$ cat config.mk
export PLATFORM = sky130hd
export DESIGN_NAME = rat_core
export DESIGN_NICKNAME = d
export VERILOG_FILES = /design/src/hdl/rat_pkg.sv /design/src/hdl/rat_core.sv
export SDC_FILE = /design/constraint.sdc
export NUM_CORES = 1
export LEC_CHECK = 0
export BUFFER_PORTS_ARGS = -buffer_cell sky130_fd_sc_hd__buf_2
export CORE_MARGIN = 1.5
export CORE_UTILIZATION = 57
export CTS_CLUSTER_SIZE = 16
export DETAILED_ROUTE_END_ITERATION = 10
export PLACE_DENSITY = 0.73
export SLEW_MARGIN = 20
export SYNTH_ARGS = -nofsm -noshare
export SYNTH_HDL_FRONTEND = slang
export SYNTH_SLANG_ARGS = --single-unit
$ cat constraint.sdc
create_clock -name i_clk -period 7.2 [get_ports i_clk]
set_clock_uncertainty 0.15 [all_clocks]
set_input_delay 0.36 -clock i_clk [delete_from_list [all_inputs] [get_ports i_clk]]
set_output_delay 0.36 -clock i_clk [all_outputs]
set_load 0.02 [all_outputs]
$ cat src/hdl/rat_pkg.sv
// constants for the ringer, alerter and tone-code control block
// assumes one 20 MHz system clock standing in for the resonator
`default_nettype none
package rat_pkg;
    // ==========================================================
    // clocking
    localparam int CLK_HZ  = 20000000;           // system clock rate
    localparam int RES_HZ  = 480000;             // resonator rate
    localparam int RES_DIV = CLK_HZ / RES_HZ;    // clocks per resonator tick (rounded down)
    localparam logic [5:0] RES_LAST = 6'(RES_DIV - 1); // divider wrap value

    // ==========================================================
    // tone frequencies in hertz
    localparam int F_AL_LO0 = 1200;  // alert pair, select low
    localparam int F_AL_LO1 = 1500;
    localparam int F_AL_HI0 = 1800;  // alert pair, select high
    localparam int F_AL_HI1 = 2250;
    localparam int F_ALT    = 20;    // alert pair repetition rate
    localparam int F_ROW1 = 697;
    localparam int F_ROW2 = 770;
    localparam int F_ROW3 = 852;
    localparam int F_ROW4 = 941;
    localparam int F_COL1 = 1209;
    localparam int F_COL2 = 1336;
    localparam int F_COL3 = 1477;

    // ==========================================================
    // half periods in resonator ticks
    localparam logic [8:0] HP_AL_LO0 = 9'(RES_HZ / (2 * F_AL_LO0));
    localparam logic [8:0] HP_AL_LO1 = 9'(RES_HZ / (2 * F_AL_LO1));
    localparam logic [8:0] HP_AL_HI0 = 9'(RES_HZ / (2 * F_AL_HI0));
    localparam logic [8:0] HP_AL_HI1 = 9'(RES_HZ / (2 * F_AL_HI1));
    localparam logic [8:0] HP_ROW1 = 9'(RES_HZ / (2 * F_ROW1));
    localparam logic [8:0] HP_ROW2 = 9'(RES_HZ / (2 * F_ROW2));
    localparam logic [8:0] HP_ROW3 = 9'(RES_HZ / (2 * F_ROW3));
    localparam logic [8:0] HP_ROW4 = 9'(RES_HZ / (2 * F_ROW4));
    localparam logic [8:0] HP_COL1 = 9'(RES_HZ / (2 * F_COL1));
    localparam logic [8:0] HP_COL2 = 9'(RES_HZ / (2 * F_COL2));
    localparam logic [8:0] HP_COL3 = 9'(RES_HZ / (2 * F_COL3));
    // ticks each alert tone lasts: half of the 20 Hz cycle
    localparam int ALT_TICKS = RES_HZ / (2 * F_ALT);
    // ring qualifier saturation default, resonator ticks
    localparam int RING_MAX = 2400;

    // ==========================================================
    // tone code layout and special codes
    localparam int CODE_W = 5;
    localparam logic [4:0] CODE_TWO_ROWS = 5'h0C; // rows 1+2, column 1
    localparam logic [4:0] CODE_TWO_COLS = 5'h0D; // row 1, columns 1+2
    localparam logic [4:0] CODE_DIAG     = 5'h0E; // rows 1+2, columns 1+2
    localparam logic [4:0] CODE_IDLE     = 5'h1F; // no key

    // ring qualifier states, gray along idle-qualify-alert
    typedef enum logic [1:0] {
        RAT_IDLE  = 2'b00,
        RAT_QUAL  = 2'b01,
        RAT_ALERT = 2'b11
    } rat_ring_e;

    // code to crosspoint pattern {rows[3:0], cols[2:0]}
    function automatic logic [6:0] rat_key_map(input logic [4:0] code);
        logic [6:0] pat;
        pat = 7'h00;
        if (code < 5'h0C) begin
            pat[6:3] = 4'(4'h1 << (code / 5'h03));
            pat[2:0] = 3'(3'h1 << (code % 5'h03));
        end else if (code == CODE_TWO_ROWS) begin
            pat = 7'h19;
        end else if (code == CODE_TWO_COLS) begin
            pat = 7'h0B;
        end else if (code == CODE_DIAG) begin
            pat = 7'h1B;
        end
        return pat;
    endfunction
endpackage
`default_nettype wire

$ cat src/hdl/rat_core.sv
// ringer qualifier, two-tone alerter and dial tone-code control
// assumes pins arrive asynchronous; analog comparator gives ring level
//
// Contract
// up/down counter qualifies ringing, rejects noise
// alerter drives only after positive ring decision
// alert toggles pair at 20 Hz; low 1200/1500
// select high gives 1800/2250; open means low
// outputs support differential or single-ended drive
// ignore tone code on-hook or speech-only
// code presented first, latched on strobe rise
// controller strobes again after changing code
// feature flag pulled low off-hook, open speech-only
// logic timing divided from 480 kHz rate
// row and column tone frequencies per table
// two rows/columns single tone; diagonal none
// dialing switches tones in, attenuates receive
// latched code holds until next strobe/disable
`timescale 1ns/1ps
`default_nettype none
module rat_core #(
    parameter int RING_MAX  = rat_pkg::RING_MAX,  // ring qualifier top count
    parameter int ALT_TICKS = rat_pkg::ALT_TICKS  // ticks per alert tone
) (
    input  wire logic       i_clk,                  // 20 MHz clock
    input  wire logic       i_reset_n,              // async reset, low
    input  wire logic       i_ring_level,           // line magnitude over limit
    input  wire logic       i_hook_switch_sense,    // high when off-hook
    input  wire logic       i_long_loop,            // speech-only low power
    input  wire logic       i_alert_freq_select,    // pair select, open = low
    input  wire logic [4:0] i_tone_code,            // tone code bits 4..0
    input  wire logic       i_tone_code_strobe,     // latch strobe
    output logic            o_alert_out_a,          // alerter drive a
    output logic            o_alert_out_b,          // alerter drive b
    output logic            o_ring_detected,        // ring qualified
    output logic            o_feature_mode_flag_out,// open-drain level, always 0
    output logic            o_feature_mode_flag_oe, // high pulls flag low
    output logic            o_row_tone,             // low-group square wave
    output logic            o_col_tone,             // high-group square wave
    output logic            o_dial_active,          // converter into transmit
    output logic            o_rx_attenuate          // receive path cut
);
    // ==========================================================
    // input synchronisers
    localparam int SYNC_W = 10; // synchronised bit count
    logic [SYNC_W-1:0] sync1_r; // first stage, read only by second
    logic [SYNC_W-1:0] sync2_r; // safe copies
    logic          strb_d_r; // strobe delayed for edge detect

    // two flops per pin; nothing else reads the first stage
    always_ff @(posedge i_clk or negedge i_reset_n) begin
        if (!i_reset_n) begin
            sync1_r  <= '0;
            sync2_r  <= '0;
            strb_d_r <= 1'b0;
        end else begin
            sync1_r  <= {i_ring_level, i_hook_switch_sense, i_long_loop,
                         i_alert_freq_select, i_tone_code_strobe, i_tone_code};
            sync2_r  <= sync1_r;
            strb_d_r <= sync2_r[5];
        end
    end

    wire       ring_s   = sync2_r[9];     // ring comparator
    wire       hook_s   = sync2_r[8];     // off-hook
    wire       loop_s   = sync2_r[7];     // speech-only request
    wire       sel_s    = sync2_r[6];     // alert pair select
    wire       strb_s   = sync2_r[5];     // strobe
    wire [4:0] code_s   = sync2_r[4:0];   // tone code
    wire       strb_rise = strb_s & ~strb_d_r;
    // code inputs live only off-hook in full feature mode
    wire       inputs_en = hook_s & ~loop_s;

    // ==========================================================
    // resonator-rate tick
    logic [5:0] res_cnt_r; // clock divider
    wire        res_tick = (res_cnt_r == rat_pkg::RES_LAST);

    // every logic timing step comes from this divided rate
    always_ff @(posedge i_clk or negedge i_reset_n) begin
        if (!i_reset_n) begin
            res_cnt_r <= 6'h00;
        end else if (res_tick) begin
            res_cnt_r <= 6'h00;
        end else begin
            res_cnt_r <= res_cnt_r + 6'h01;
        end
    end

    // ==========================================================
    // ring qualifier
    localparam logic [11:0] RMAX = 12'(RING_MAX); // saturation value
    rat_pkg::rat_ring_e qual_state_r;   // qualifier state
    rat_pkg::rat_ring_e qual_state_nxt; // next state
    logic [11:0]        ring_cnt_r; // evidence count
    logic [11:0]        ring_cnt_nxt;

    // up on a high sample, down on a low one; noise bursts
    // drain back to zero before reaching the top
    always_comb begin
        ring_cnt_nxt = ring_cnt_r;
        if (hook_s) begin
            ring_cnt_nxt = 12'h000; // off-hook: no ringing
        end else if (res_tick) begin
            if (ring_s && ring_cnt_r != RMAX) begin
                ring_cnt_nxt = ring_cnt_r + 12'h001;
            end else if (!ring_s && ring_cnt_r != 12'h000) begin
                ring_cnt_nxt = ring_cnt_r - 12'h001;
            end
        end
    end

    // decision with hysteresis: set at top, clear at zero
    always_comb begin
        qual_state_nxt = qual_state_r;
        case (qual_state_r)
            rat_pkg::RAT_IDLE: begin
                if (ring_cnt_nxt != 12'h000) qual_state_nxt = rat_pkg::RAT_QUAL;
            end
            rat_pkg::RAT_QUAL: begin
                if (ring_cnt_nxt == RMAX) qual_state_nxt = rat_pkg::RAT_ALERT;
                else if (ring_cnt_nxt == 12'h000) qual_state_nxt = rat_pkg::RAT_IDLE;
            end
            rat_pkg::RAT_ALERT: begin
                if (ring_cnt_nxt == 12'h000) qual_state_nxt = rat_pkg::RAT_IDLE;
            end
            default: qual_state_nxt = rat_pkg::RAT_IDLE;
        endcase
    end

    // qualifier registers
    always_ff @(posedge i_clk or negedge i_reset_n) begin
        if (!i_reset_n) begin
            qual_state_r <= rat_pkg::RAT_IDLE;
            ring_cnt_r   <= 12'h000;
        end else begin
            qual_state_r <= qual_state_nxt;
            ring_cnt_r   <= ring_cnt_nxt;
        end
    end

    wire alerting = (qual_state_r == rat_pkg::RAT_ALERT);

    // ==========================================================
    // alert pair alternation
    localparam logic [13:0] ALT_LAST = 14'(ALT_TICKS - 1); // last count of each tone
    logic [13:0] alt_cnt_r; // time in current tone
    logic        alt_r;     // 0 first tone, 1 second tone

    // swap tones twice per 20 Hz cycle while alerting
    always_ff @(posedge i_clk or negedge i_reset_n) begin
        if (!i_reset_n) begin
            alt_cnt_r <= 14'h0000;
            alt_r     <= 1'b0;
        end else if (!alerting) begin
            alt_cnt_r <= 14'h0000;
            alt_r     <= 1'b0;
        end else if (res_tick) begin
            if (alt_cnt_r == ALT_LAST) begin
                alt_cnt_r <= 14'h0000;
                alt_r     <= ~alt_r;
            end else begin
                alt_cnt_r <= alt_cnt_r + 14'h0001;
            end
        end
    end

    // pair choice; a floating select is pulled low outside
    wire [8:0] al_half = sel_s ? (alt_r ? rat_pkg::HP_AL_HI1 : rat_pkg::HP_AL_HI0)
                               : (alt_r ? rat_pkg::HP_AL_LO1 : rat_pkg::HP_AL_LO0);

    // ==========================================================
    // tone code latch and decode
    logic [4:0] code_r; // latched code

    // capture on the strobe rise only while enabled; an
    // unchanged code with no new strobe simply stays put
    always_ff @(posedge i_clk or negedge i_reset_n) begin
        if (!i_reset_n) begin
            code_r <= rat_pkg::CODE_IDLE;
        end else if (!inputs_en) begin
            code_r <= rat_pkg::CODE_IDLE;
        end else if (strb_rise) begin
            code_r <= code_s;
        end
    end

    wire [6:0] pat  = rat_pkg::rat_key_map(code_r);
    wire [3:0] rows = pat[6:3]; // active rows
    wire [2:0] cols = pat[2:0]; // active columns
    // a group sounds only with a single line of its own and
    // a partner line crossed; a diagonal kills both
    wire row_on = $onehot(rows) && (cols != 3'h0);
    wire col_on = $onehot(cols) && (rows != 4'h0);

    // row and column half periods
    wire [8:0] row_half = rows[0] ? rat_pkg::HP_ROW1 :
                          rows[1] ? rat_pkg::HP_ROW2 :
                          rows[2] ? rat_pkg::HP_ROW3 : rat_pkg::HP_ROW4;
    wire [8:0] col_half = cols[0] ? rat_pkg::HP_COL1 :
                          cols[1] ? rat_pkg::HP_COL2 : rat_pkg::HP_COL3;

    // ==========================================================
    // three square-wave generators: row, column, alert
    wire [8:0] half [3];   // half period per channel
    wire [2:0] run;        // channel running
    logic [8:0] tcnt_r [3]; // channel counters
    logic [2:0] tone_r;     // channel levels
    assign half[0] = row_half;
    assign half[1] = col_half;
    assign half[2] = al_half;
    assign run     = {alerting, col_on, row_on};

    genvar g;
    generate
        for (g = 0; g < 3; g++) begin : g_tone
            // idle channels park low so a restart is glitch free
            always_ff @(posedge i_clk or negedge i_reset_n) begin
                if (!i_reset_n) begin
                    tcnt_r[g] <= 9'h000;
                    tone_r[g] <= 1'b0;
                end else if (!run[g]) begin
                    tcnt_r[g] <= 9'h000;
                    tone_r[g] <= 1'b0;
                end else if (res_tick) begin
                    if (tcnt_r[g] >= half[g] - 9'h001) begin
                        tcnt_r[g] <= 9'h000;
                        tone_r[g] <= ~tone_r[g];
                    end else begin
                        tcnt_r[g] <= tcnt_r[g] + 9'h001;
                    end
                end
            end
        end
    endgenerate

    // ==========================================================
    // output registers
    logic al_a_r, al_b_r, det_r, oe_r, row_r, col_r, dial_r, rxa_r;

    // complementary alert legs give double swing across a
    // transducer; leg a alone serves single-ended use
    always_ff @(posedge i_clk or negedge i_reset_n) begin
        if (!i_reset_n) begin
            al_a_r  <= 1'b0;
            al_b_r  <= 1'b0;
            det_r   <= 1'b0;
            oe_r    <= 1'b0;
            row_r   <= 1'b0;
            col_r   <= 1'b0;
            dial_r  <= 1'b0;
            rxa_r   <= 1'b0;
        end else begin
            al_a_r  <= alerting & tone_r[2];
            al_b_r  <= alerting & ~tone_r[2];
            det_r   <= alerting;
            oe_r    <= inputs_en;
            row_r   <= row_on & tone_r[0];
            col_r   <= col_on & tone_r[1];
            dial_r  <= row_on | col_on;
            rxa_r   <= row_on | col_on;
        end
    end

    assign o_alert_out_a           = al_a_r;
    assign o_alert_out_b           = al_b_r;
    assign o_ring_detected         = det_r;
    assign o_feature_mode_flag_out = 1'b0;
    assign o_feature_mode_flag_oe  = oe_r;
    assign o_row_tone              = row_r;
    assign o_col_tone              = col_r;
    assign o_dial_active           = dial_r;
    assign o_rx_attenuate          = rxa_r;
endmodule
`default_nettype wire

* After elaboration in Yosys (flattened, before gate mapping) *
Index checks and enable logic that the tools add are counted.

word-level totals
  register bits = 98
  output and inout bits = 9
  logic and storage cells = 140

operators by class
  $add $sub $neg = 15
  div/mod/pow operators = 2
  $lt $le $gt $ge = 4
  eq/ne operators = 20
  shifts and indexed selects = 2
  multiplexer cells = 47
  bitwise operators = 13
  reduce and logical (&&, ||, !) cells = 15

operator list
  kind                                                                   count
  9-bit 2-to-1 mux                                                       12
  12-bit 2-to-1 mux                                                      4
  14-bit 2-to-1 mux                                                      3
  5-bit 2-to-1 mux                                                       6
  9-bit by 1-bit adder with 9-bit output, second input constant          3
  9-bit greater-or-equal comparator                                      3
  12-bit nonzero test                                                    2
  7-bit 2-to-1 mux                                                       3
  8-bit by 1-bit subtractor with 9-bit output, second input constant     2
  8-bit 2-to-1 mux                                                       2
  5-bit by 4-bit equality test with 1-bit output, second input constant  3
  14-bit by 1-bit adder with 14-bit output, second input constant        1
  14-bit equality test, second input constant                            1
  12-bit by 1-bit adder with 12-bit output, second input constant        1
  12-bit equality test, second input constant                            1
  12-bit logical NOT                                                     1
  1-bit 2-to-1 mux                                                       12
  12-bit != test, second input constant                                  1
  12-bit by 1-bit subtractor with 12-bit output, second input constant   1
  2-bit != test, second input constant                                   5
  9-bit by 1-bit subtractor with 9-bit output, second input constant     1
  2-bit by 1-bit != test with 1-bit output, second input constant        4
  2-bit AND reduction                                                    4
  1-bit by 1-bit adder with 2-bit output                                 3
  23 further kinds                                                       39

* Depth between registers and ports, before layout *
Gate-level depths: netlist (run 1).

  depth after elaboration = 13
  depth in mapped cells = 23
  depth with buffers taken out = 20

* Worst setup path after synthesis (run 1) *
Ideal clock, no wire load.

  path type = register to register
  start point = reg code_r[3]
  end point = reg tcnt_r[25] (netlist bit)
  arrival = 5.200 ns
  required time = 6.956 ns
  path slack = 1.756 ns
  stages on the path, launching flop included = 22
  cells stage by stage = dfstp_2 -> clkbuf_1 -> clkbuf_1 -> ha_1 -> clkbuf_1 -> a31oi_1 -> o21ai_0 -> a22oi_1 -> ha_1 -> or3_1 -> a31oi_1 -> nand3_1 -> nand3b_1 -> a21oi_1 -> o21ba_2 -> ha_1 -> a21oi_1 -> o21ai_0 -> a221oi_1 -> o211ai_1 -> or3_1 -> a211oi_1

on the way
  longest elaborated chain between the ends = 12
  elaborated cells on any way between the ends = 27

ends and longest elaborated chain
  item                                                                                 RTL line         RTL
  start, declared                                                                      rat_core.sv:174  logic [4:0] code_r;
  start signal, assigned                                                               rat_core.sv:180  code_r <= rat_pkg::CODE_IDLE;
  start signal, assigned                                                               rat_core.sv:182  code_r <= rat_pkg::CODE_IDLE;
  start signal, assigned                                                               rat_core.sv:184  code_r <= code_s;
  branches (longest 4 deep; another with 5-bit by 2-bit divider with 5-bit output)     n/a
  7-bit 2-to-1 mux *                                                                   rat_pkg.sv:64    if (code < 5'h0C) begin
  branches (longest 7 deep; another with 9-bit by 1-bit subtractor with 9-bit output)  n/a
  end signal, assigned by index                                                        rat_core.sv:230  tcnt_r[g] <= tcnt_r[g] + 9'h001;
  end, declared                                                                        rat_core.sv:207  logic [8:0] tcnt_r [3];

Every way passes the cells marked *. The select of a mux whose other input is x is not followed.
A chain may end at the register's enable or synchronous reset.

* Worst setup path in the final report (run 1) *
Ends and elaborated chain as after synthesis.

==> results of run 1 <==
-- metrics by stage --
step / std cells / util / hold slack [ps] / instance area (µm²) / setup slack [ps]
finish: 814 / 0.629 / 206 / 6490 / 1270
global route: 814 / 0.629 / 216 / 6490 / 558
CTS: 814 / 0.629 / 209 / 6490 / 1390
detailed placement: 787 / 0.600 / 175 / 6190 / 1420
global placement: 787 / 0.600 / 173 / 6190 / 1640
floorplan: 658 / - / -85.6 / 6050 / 1760
-- sequential cells by signal, indices dropped and copies added, names as in the netlist --
name / count
tone_r: 3
alt_r: 1
tcnt_r: 27
o_ring_detected: 1
o_col_tone: 1
res_cnt_r: 6
strb_d_r: 1
o_rx_attenuate: 1
ring_cnt_r: 12
o_feature_mode_flag_oe: 1
code_r: 5
sync1_r: 10
o_row_tone: 1
o_alert_out_b: 1
qual_state_r: 2
o_alert_out_a: 1
alt_cnt_r: 14
sync2_r: 10
-- worst max-delay path, cell delays in order, from the launching register on --
cell and delay, ps:
dfstp_2 700, ha_1 490, mux2i_1 400, nand2_1 110
a21oi_1 190, a21oi_1 100, ha_1 260, a31oi_1 270
nand3_1 230, nand3b_1 220, a21oi_1 390, o21ba_2 220
ha_1 290, o21ai_0 210, a21oi_1 120, a221oi_1 440
o211ai_1 350, or3_1 450, a211oi_1 230
-- synth_stat cells, types with 4 or more instances --
| cell type | count | area (µm²) |
|---|---|---|
| nand4_1 | 11 | 68.8 |
| or3_1 | 10 | 62.6 |
| a21o_1 | 15 | 113 |
| nor3_1 | 26 | 130 |
| and3_1 | 9 | 56.3 |
| o31ai_1 | 9 | 67.6 |
| a31oi_1 | 10 | 62.6 |
| nor3b_1 | 6 | 45.0 |
| dfstp_2 | 5 | 131 |
| xnor2_1 | 10 | 87.6 |
| nor2b_1 | 12 | 75.1 |
| a21oi_1 | 38 | 190 |
| inv_1 | 29 | 109 |
| a22o_1 | 4 | 35.0 |
| nand2_1 | 57 | 214 |
| dfrtp_1 | 93 | 2330 |
| a211oi_1 | 6 | 45.0 |
| clkbuf_1 | 19 | 71.3 |
| nand3_1 | 28 | 140 |
| ha_1 | 45 | 563 |
| nor4_1 | 7 | 43.8 |
| and2_1 | 9 | 56.3 |
| nor2_1 | 49 | 184 |
| o21ai_0 | 34 | 170 |
| nand2b_1 | 11 | 68.8 |
| or4_2 | 5 | 43.8 |
| xor2_1 | 12 | 105 |
| o211ai_1 | 12 | 90.1 |
-- placed cells by master, fill, tap and decap left out, drive strengths merged, types with 5 or more instances in the layout --
cell type / instances
nor3: 27
o31ai: 9
nand2: 57
dlygate4sd3: 11
and2: 9
xor2: 12
a21o: 15
or3: 11
nor2b: 12
a211oi: 6
nand4: 11
o211ai: 12
xnor2: 10
or4: 11
dfrtp: 93
nand2b: 11
o21ai: 34
and3: 10
nor2: 49
nor3b: 6
inv: 33
ha: 45
a31oi: 10
a21oi: 39
clkbuf: 10
nand3: 28
dfstp: 5
buf: 22
nor4: 7
-- how the worst min path moves through the flow --
stage	end	depth (start not counted)	from
4_1_cts	sync2_r[7]	0	sync1_r[7]
2_1_floorplan	alt_cnt_r[0]	0	i_reset_n
6_report	sync2_r[9]	0	sync1_r[9]
3_3_place_gp	strb_d_r	1	i_reset_n
5_1_grt	sync2_r[9]	0	sync1_r[9]
3_5_place_dp	strb_d_r	1	i_reset_n
-- report_power, final --
group / leakage, nW / switching, W / total, W / internal [W]
Clock: 0.0998 / 0.000207 / 0.000350 / 0.000142
Combinational: 1.54 / 0.0000506 / 0.0000833 / 0.0000327
Sequential: 1.30 / 0.00000771 / 0.000566 / 0.000558
Total: 2.94 / 0.000265 / 0.000999 / 0.000733
-- area by class of cell --
type                            count  area (µm²)  share of cell area
Multi-Input combinational cell    502        3330               0.513
Sequential cell                    98        2460               0.379
Timing Repair Buffer               33         230              0.0354
Tap cell                          136         170              0.0262
Clock buffer                       10         138              0.0212
Inverter                           29         109              0.0168
Clock inverter                      6        55.1             0.00848
-- per-layer routing --
layer | GRT usage | vias up | share of wire
li1 | - | 2433 | -
met1 | 0.318 | 2411 | 0.46
met2 | 0.405 | 96 | 0.49
met3 | 0.0362 | 16 | 0.034
met4 | 0.0907 | 0 | 0.017
met5 | 0 | - | 0
-- cell families (layout without fill, tap and decap cells) --
family / Yosys count / in the layout / synth area share
and+or+nand+nor: 262 / 262 / 0.228
DFF: 98 / 98 / 0.407
muxes: 6 / 6 / 0.0106
adders and majority gates: 47 / 47 / 0.0998
xor gates and xnor gates: 22 / 22 / 0.0319
AOI/OAI and AO/OA: 164 / 164 / 0.180
other: 1 / 1 / 0.000620
buffers and inverters: 58 / 78 / 0.0418
-- what timing repair did --
item / in CTS / in global routing
endpoints found under the hold margin: 38 / 0
hold buffers: 11 / 0
setup buffers: 0 / 0
gates resized for setup: 0 / 0
==> impl_metrics.tcl, run 1 <==
set metrics [dict create \
    outcome "complete, no violations" \
    drv_cap 0 \
    fin_setup_tns_ps 0 \
    layout-drive-gt1-share 0.0973 \
    ctsHtreeMaxLevel 3 \
    yosys_warnings 0 \
    insertion_delay_ps 380 \
    root_buffer "clkbuf_8" \
    ys_types 70 \
    clk_pin_slew_worst_paths_ps 100 \
    rsz0062_at_grt "false" \
    rows 37 \
    cts_tree "built" \
    dr.pass1.iters 5 \
    antenna_found_initial 0 \
    track_usage 0.242 \
    grt_max_degree 66 \
    drt_wl_total_um 12400 \
    p_total_w 0.000999 \
    routedWlPerCell_um 15.2 \
    ys_seq_elements 98 \
    arrival_ps 6070 \
    gp_congestion 0.840 \
    drc 0 \
    relSlewSlack 0.370 \
    dp_hpwl_um 8710 \
    worst_pin_slew_ps 943 \
    syn_nets 717 \
    drt_iter0_markers 297 \
    r2r-start "code_r[3]" \
    fillCellCount 851 \
    grt_pass1_wl_um 21800 \
    ant_nets 0 \
    initial_core_util 0.586 \
    p_per_area_nw_per_um2 154 \
    synth_edf_count 0 \
    die_height_um 106 \
    power_leakage_nw 2.94 \
    vdd_drop_max_uv 107 \
    chipWidth_um 106 \
    diodes 0 \
    synthToLayoutAreaGrowth_pct 7.43 \
    core_area_um2 10300 \
    nets 732 \
    grt_pass1_vias 4742 \
    regToRegEndpoint "tcnt_r[25]" \
    finalMaxSlewViolations 0 \
    worstPathRequired_ps 7340 \
    cp_max_fo 16 \
    critPathCapture "tcnt_r[25]" \
    synthArstFlopShare 1.00 \
    numCtsBuffers 9 \
    clock-sinks 98 \
    timing.fmax_mhz 169 \
    crit_start "code_r[3]" \
    grt.overflow.total 0 \
    port_buffers 19 \
    syn-instance-count 658 \
    ys_seq_area_frac 0.407 \
    min_period_over_period 0.823 \
    cts_buffer_depth 2 \
    post-route-min-period_ps 5930 \
    reg2regPathDepth 18 \
    crit_type "reg -> reg" \
    holdCritPathClass "reg -> reg" \
    ioPinCount 21 \
    hold_viol 0 \
    viasPerCell 6.09 \
    worstSetupStartpointType "register" \
    ys.flop_type "dfrtp_1" \
    die_area_um2 11200 \
    vias 4956 \
    syn_area_per_cell_um2 9.19 \
    setup_viol 0 \
    reg2reg_slack_ps 1270 \
    crit_path_end_kind "register" \
    synth.cell_area_um2 6050 \
]
Power figures use the tool's default switching activity.
==> inputs of run 2 (changes only) <==
==> constraint.sdc (replaced) <==
create_clock -name i_clk -period 5.7 [get_ports i_clk]
set_clock_uncertainty 0.15 [all_clocks]
set_input_delay 0.285 -clock i_clk [delete_from_list [all_inputs] [get_ports i_clk]]
set_output_delay 0.285 -clock i_clk [all_outputs]
set_load 0.02 [all_outputs]
==> run 2 against run 1 <==
Net effect:
- utilization is 0.40 points higher
- power is 27% higher
- sequential share of layout area is 0.24 points lower
- via count is 1.3% lower
- routed wire length is 0.40% higher
- first-iteration DRC count is 27% lower
- hold slack hardly changed
- non-clock buffer count is 4 higher
- critical endpoint unchanged
- sequential cell count stayed put
- combinational power is 30% higher
==> impl_metrics.tcl, run 2 (synthesis gave the netlist of run 1 again) <==
set metrics [dict create \
    drv_cap 0 \
    drc 0 \
    drt_iter0_markers 218 \
    die_height_um 106 \
    grt.overflow.total 0 \
    top_register "tcnt_r" \
    grt_pass1_wl_um 22200 \
    port_buffers 19 \
    antenna_found_initial 0 \
    gp_congestion 0.863 \
    viasPerCell 5.98 \
    clock-sinks 98 \
    post-route-min-period_ps 5220 \
    setup_viol 0 \
    reg_top3 "tcnt_r x27, alt_cnt_r x14, ring_cnt_r x12" \
    rsz0062_at_grt "false" \
    hold_viol 0 \
    timing.fmax_mhz 192 \
    clk_pin_slew_worst_paths_ps 110 \
    cts_buffer_depth 2 \
    fin_util 0.633 \
    holdCritPathClass "reg -> reg" \
    ioPinCount 21 \
    grt_max_degree 66 \
    min_period_over_period 0.915 \
    layout_commonest_cell "dfrtp_1" \
    vias 4891 \
    fillCellCount 878 \
    hold-worst-slack_ps 206 \
    fin_setup_tns_ps 0 \
    outcome "complete, no violations" \
    finalMaxSlewViolations 0 \
    largest_reg_flops 27 \
    multi_input_area_um2 3350 \
    regArea_um2 2460 \
    rows 37 \
    layout-drive-gt1-share 0.104 \
    root_buffer "clkbuf_8" \
    chipWidth_um 106 \
    worstSetupStartpointType "register" \
    cts_setup_buffers 0 \
    p_per_area_nw_per_um2 194 \
    track_usage 0.243 \
    vdd_drop_max_uv 129 \
    worstPathRequired_ps 5820 \
    crit_type "reg -> reg" \
    relSlewSlack 0.373 \
    power_leakage_nw 2.95 \
    routedWlPerCell_um 15.2 \
    initial_core_util 0.586 \
    diodes 0 \
    die_area_um2 11200 \
    core_area_um2 10300 \
    ant_nets 0 \
    ctsHtreeMaxLevel 3 \
    insertion_delay_ps 370 \
    grt_pass1_vias 4819 \
    dp_hpwl_um 8800 \
    synthToLayoutAreaGrowth_pct 8.11 \
    cts_tree "built" \
    most-common-layout-cells "93 x dfrtp_1, 57 x nand2_1, 49 x nor2_1" \
    drt_wl_total_um 12400 \
    arrival_ps 5340 \
    crit_path_end_kind "register" \
    dr.pass1.iters 4 \
    cp_max_fo 16 \
    worst_pin_slew_ps 937 \
    nets 736 \
    numCtsBuffers 9 \
]
[run 2: cell types whose count changed in the layout (fill, tap and decap cells not counted)]
cell / before / now
o21ai_0: 34 / 33
clkinvlp_4: 0 / 1
inv_8: 1 / 3
clkbuf_8: 10 / 9
o21ai_1: 0 / 1
clkinv_4: 2 / 0
buf_4: 4 / 8
ha_1: 45 / 44
ha_4: 0 / 1
[run 2: critical path, cell delays in order (launching register included)]
cell,delay [ps]
dfstp_2,720
ha_4,270
a31oi_1,60
o21ai_0,180
a22oi_1,90
ha_1,200
or3_1,420
a31oi_1,290
nand3_1,250
nand3b_1,230
a21oi_1,230
o21ba_2,200
ha_1,290
a21oi_1,150
o21ai_0,90
a221oi_1,360
buf_4,180
o21ai_1,180
nor2b_1,160
o21ai_0,100
a211oi_1,290
[run 2: timing repair]
item                                   4_1_cts  5_1_grt
hold buffers                                11        0
resized for setup                            0        3
setup endpoints to repair                    0       16
endpoints found under the hold margin       41        0
[run 2: worst paths after layout]
check,slack (ps),endpoint,depth (start not counted),start
max,480,tcnt_r[25],20,code_r[3]
min,210,sync2_r[6],0,sync1_r[6]
max reg2reg,480,tcnt_r[25],20,code_r[3]
min reg2reg,210,sync2_r[6],0,sync1_r[6]
max in group asynchronous,4000,tcnt_r[19],3,i_reset_n
min in group asynchronous,240,strb_d_r,2,i_reset_n
[run 2: per-stage QoR]
step / std cells / power, W / worst slack, ps / cell area [µm²]
final: 818 / 0.00127 / 482 / 6540
after detailed placement: 791 / 0.000830 / 184 / 6220
after global routing: 818 / 0.00132 / 9.14 / 6540
after CTS: 818 / 0.00128 / 154 / 6520
after global placement: 791 / 0.000828 / 324 / 6220
after floorplan: 658 / 0.000795 / 256 / 6050
[run 2: area by class of cell]
type / count / area share
well taps: 136 / 0.0260
flip-flops and latches: 98 / 0.376
multi-input cells: 502 / 0.512
clock buffers: 9 / 0.0190
repair buffers: 37 / 0.0398
inverters: 29 / 0.0167
clock inverters: 7 / 0.0103
[run 2: power by group]
| group | total [W] | internal [W] | switching [W] |
|---|---|---|---|
| Sequential | 0.000715 | 0.000705 | 0.0000101 |
| Clock | 0.000447 | 0.000173 | 0.000274 |
| Combinational | 0.000108 | 0.0000435 | 0.0000649 |
| Total | 0.00127 | 0.000921 | 0.000349 |
[run 2: routing by layer]
metal | share of wire | track usage
met4 | 0.014 | 0.0820
met5 | 0 | 0
met2 | 0.48 | 0.404
met3 | 0.022 | 0.0337
met1 | 0.48 | 0.329
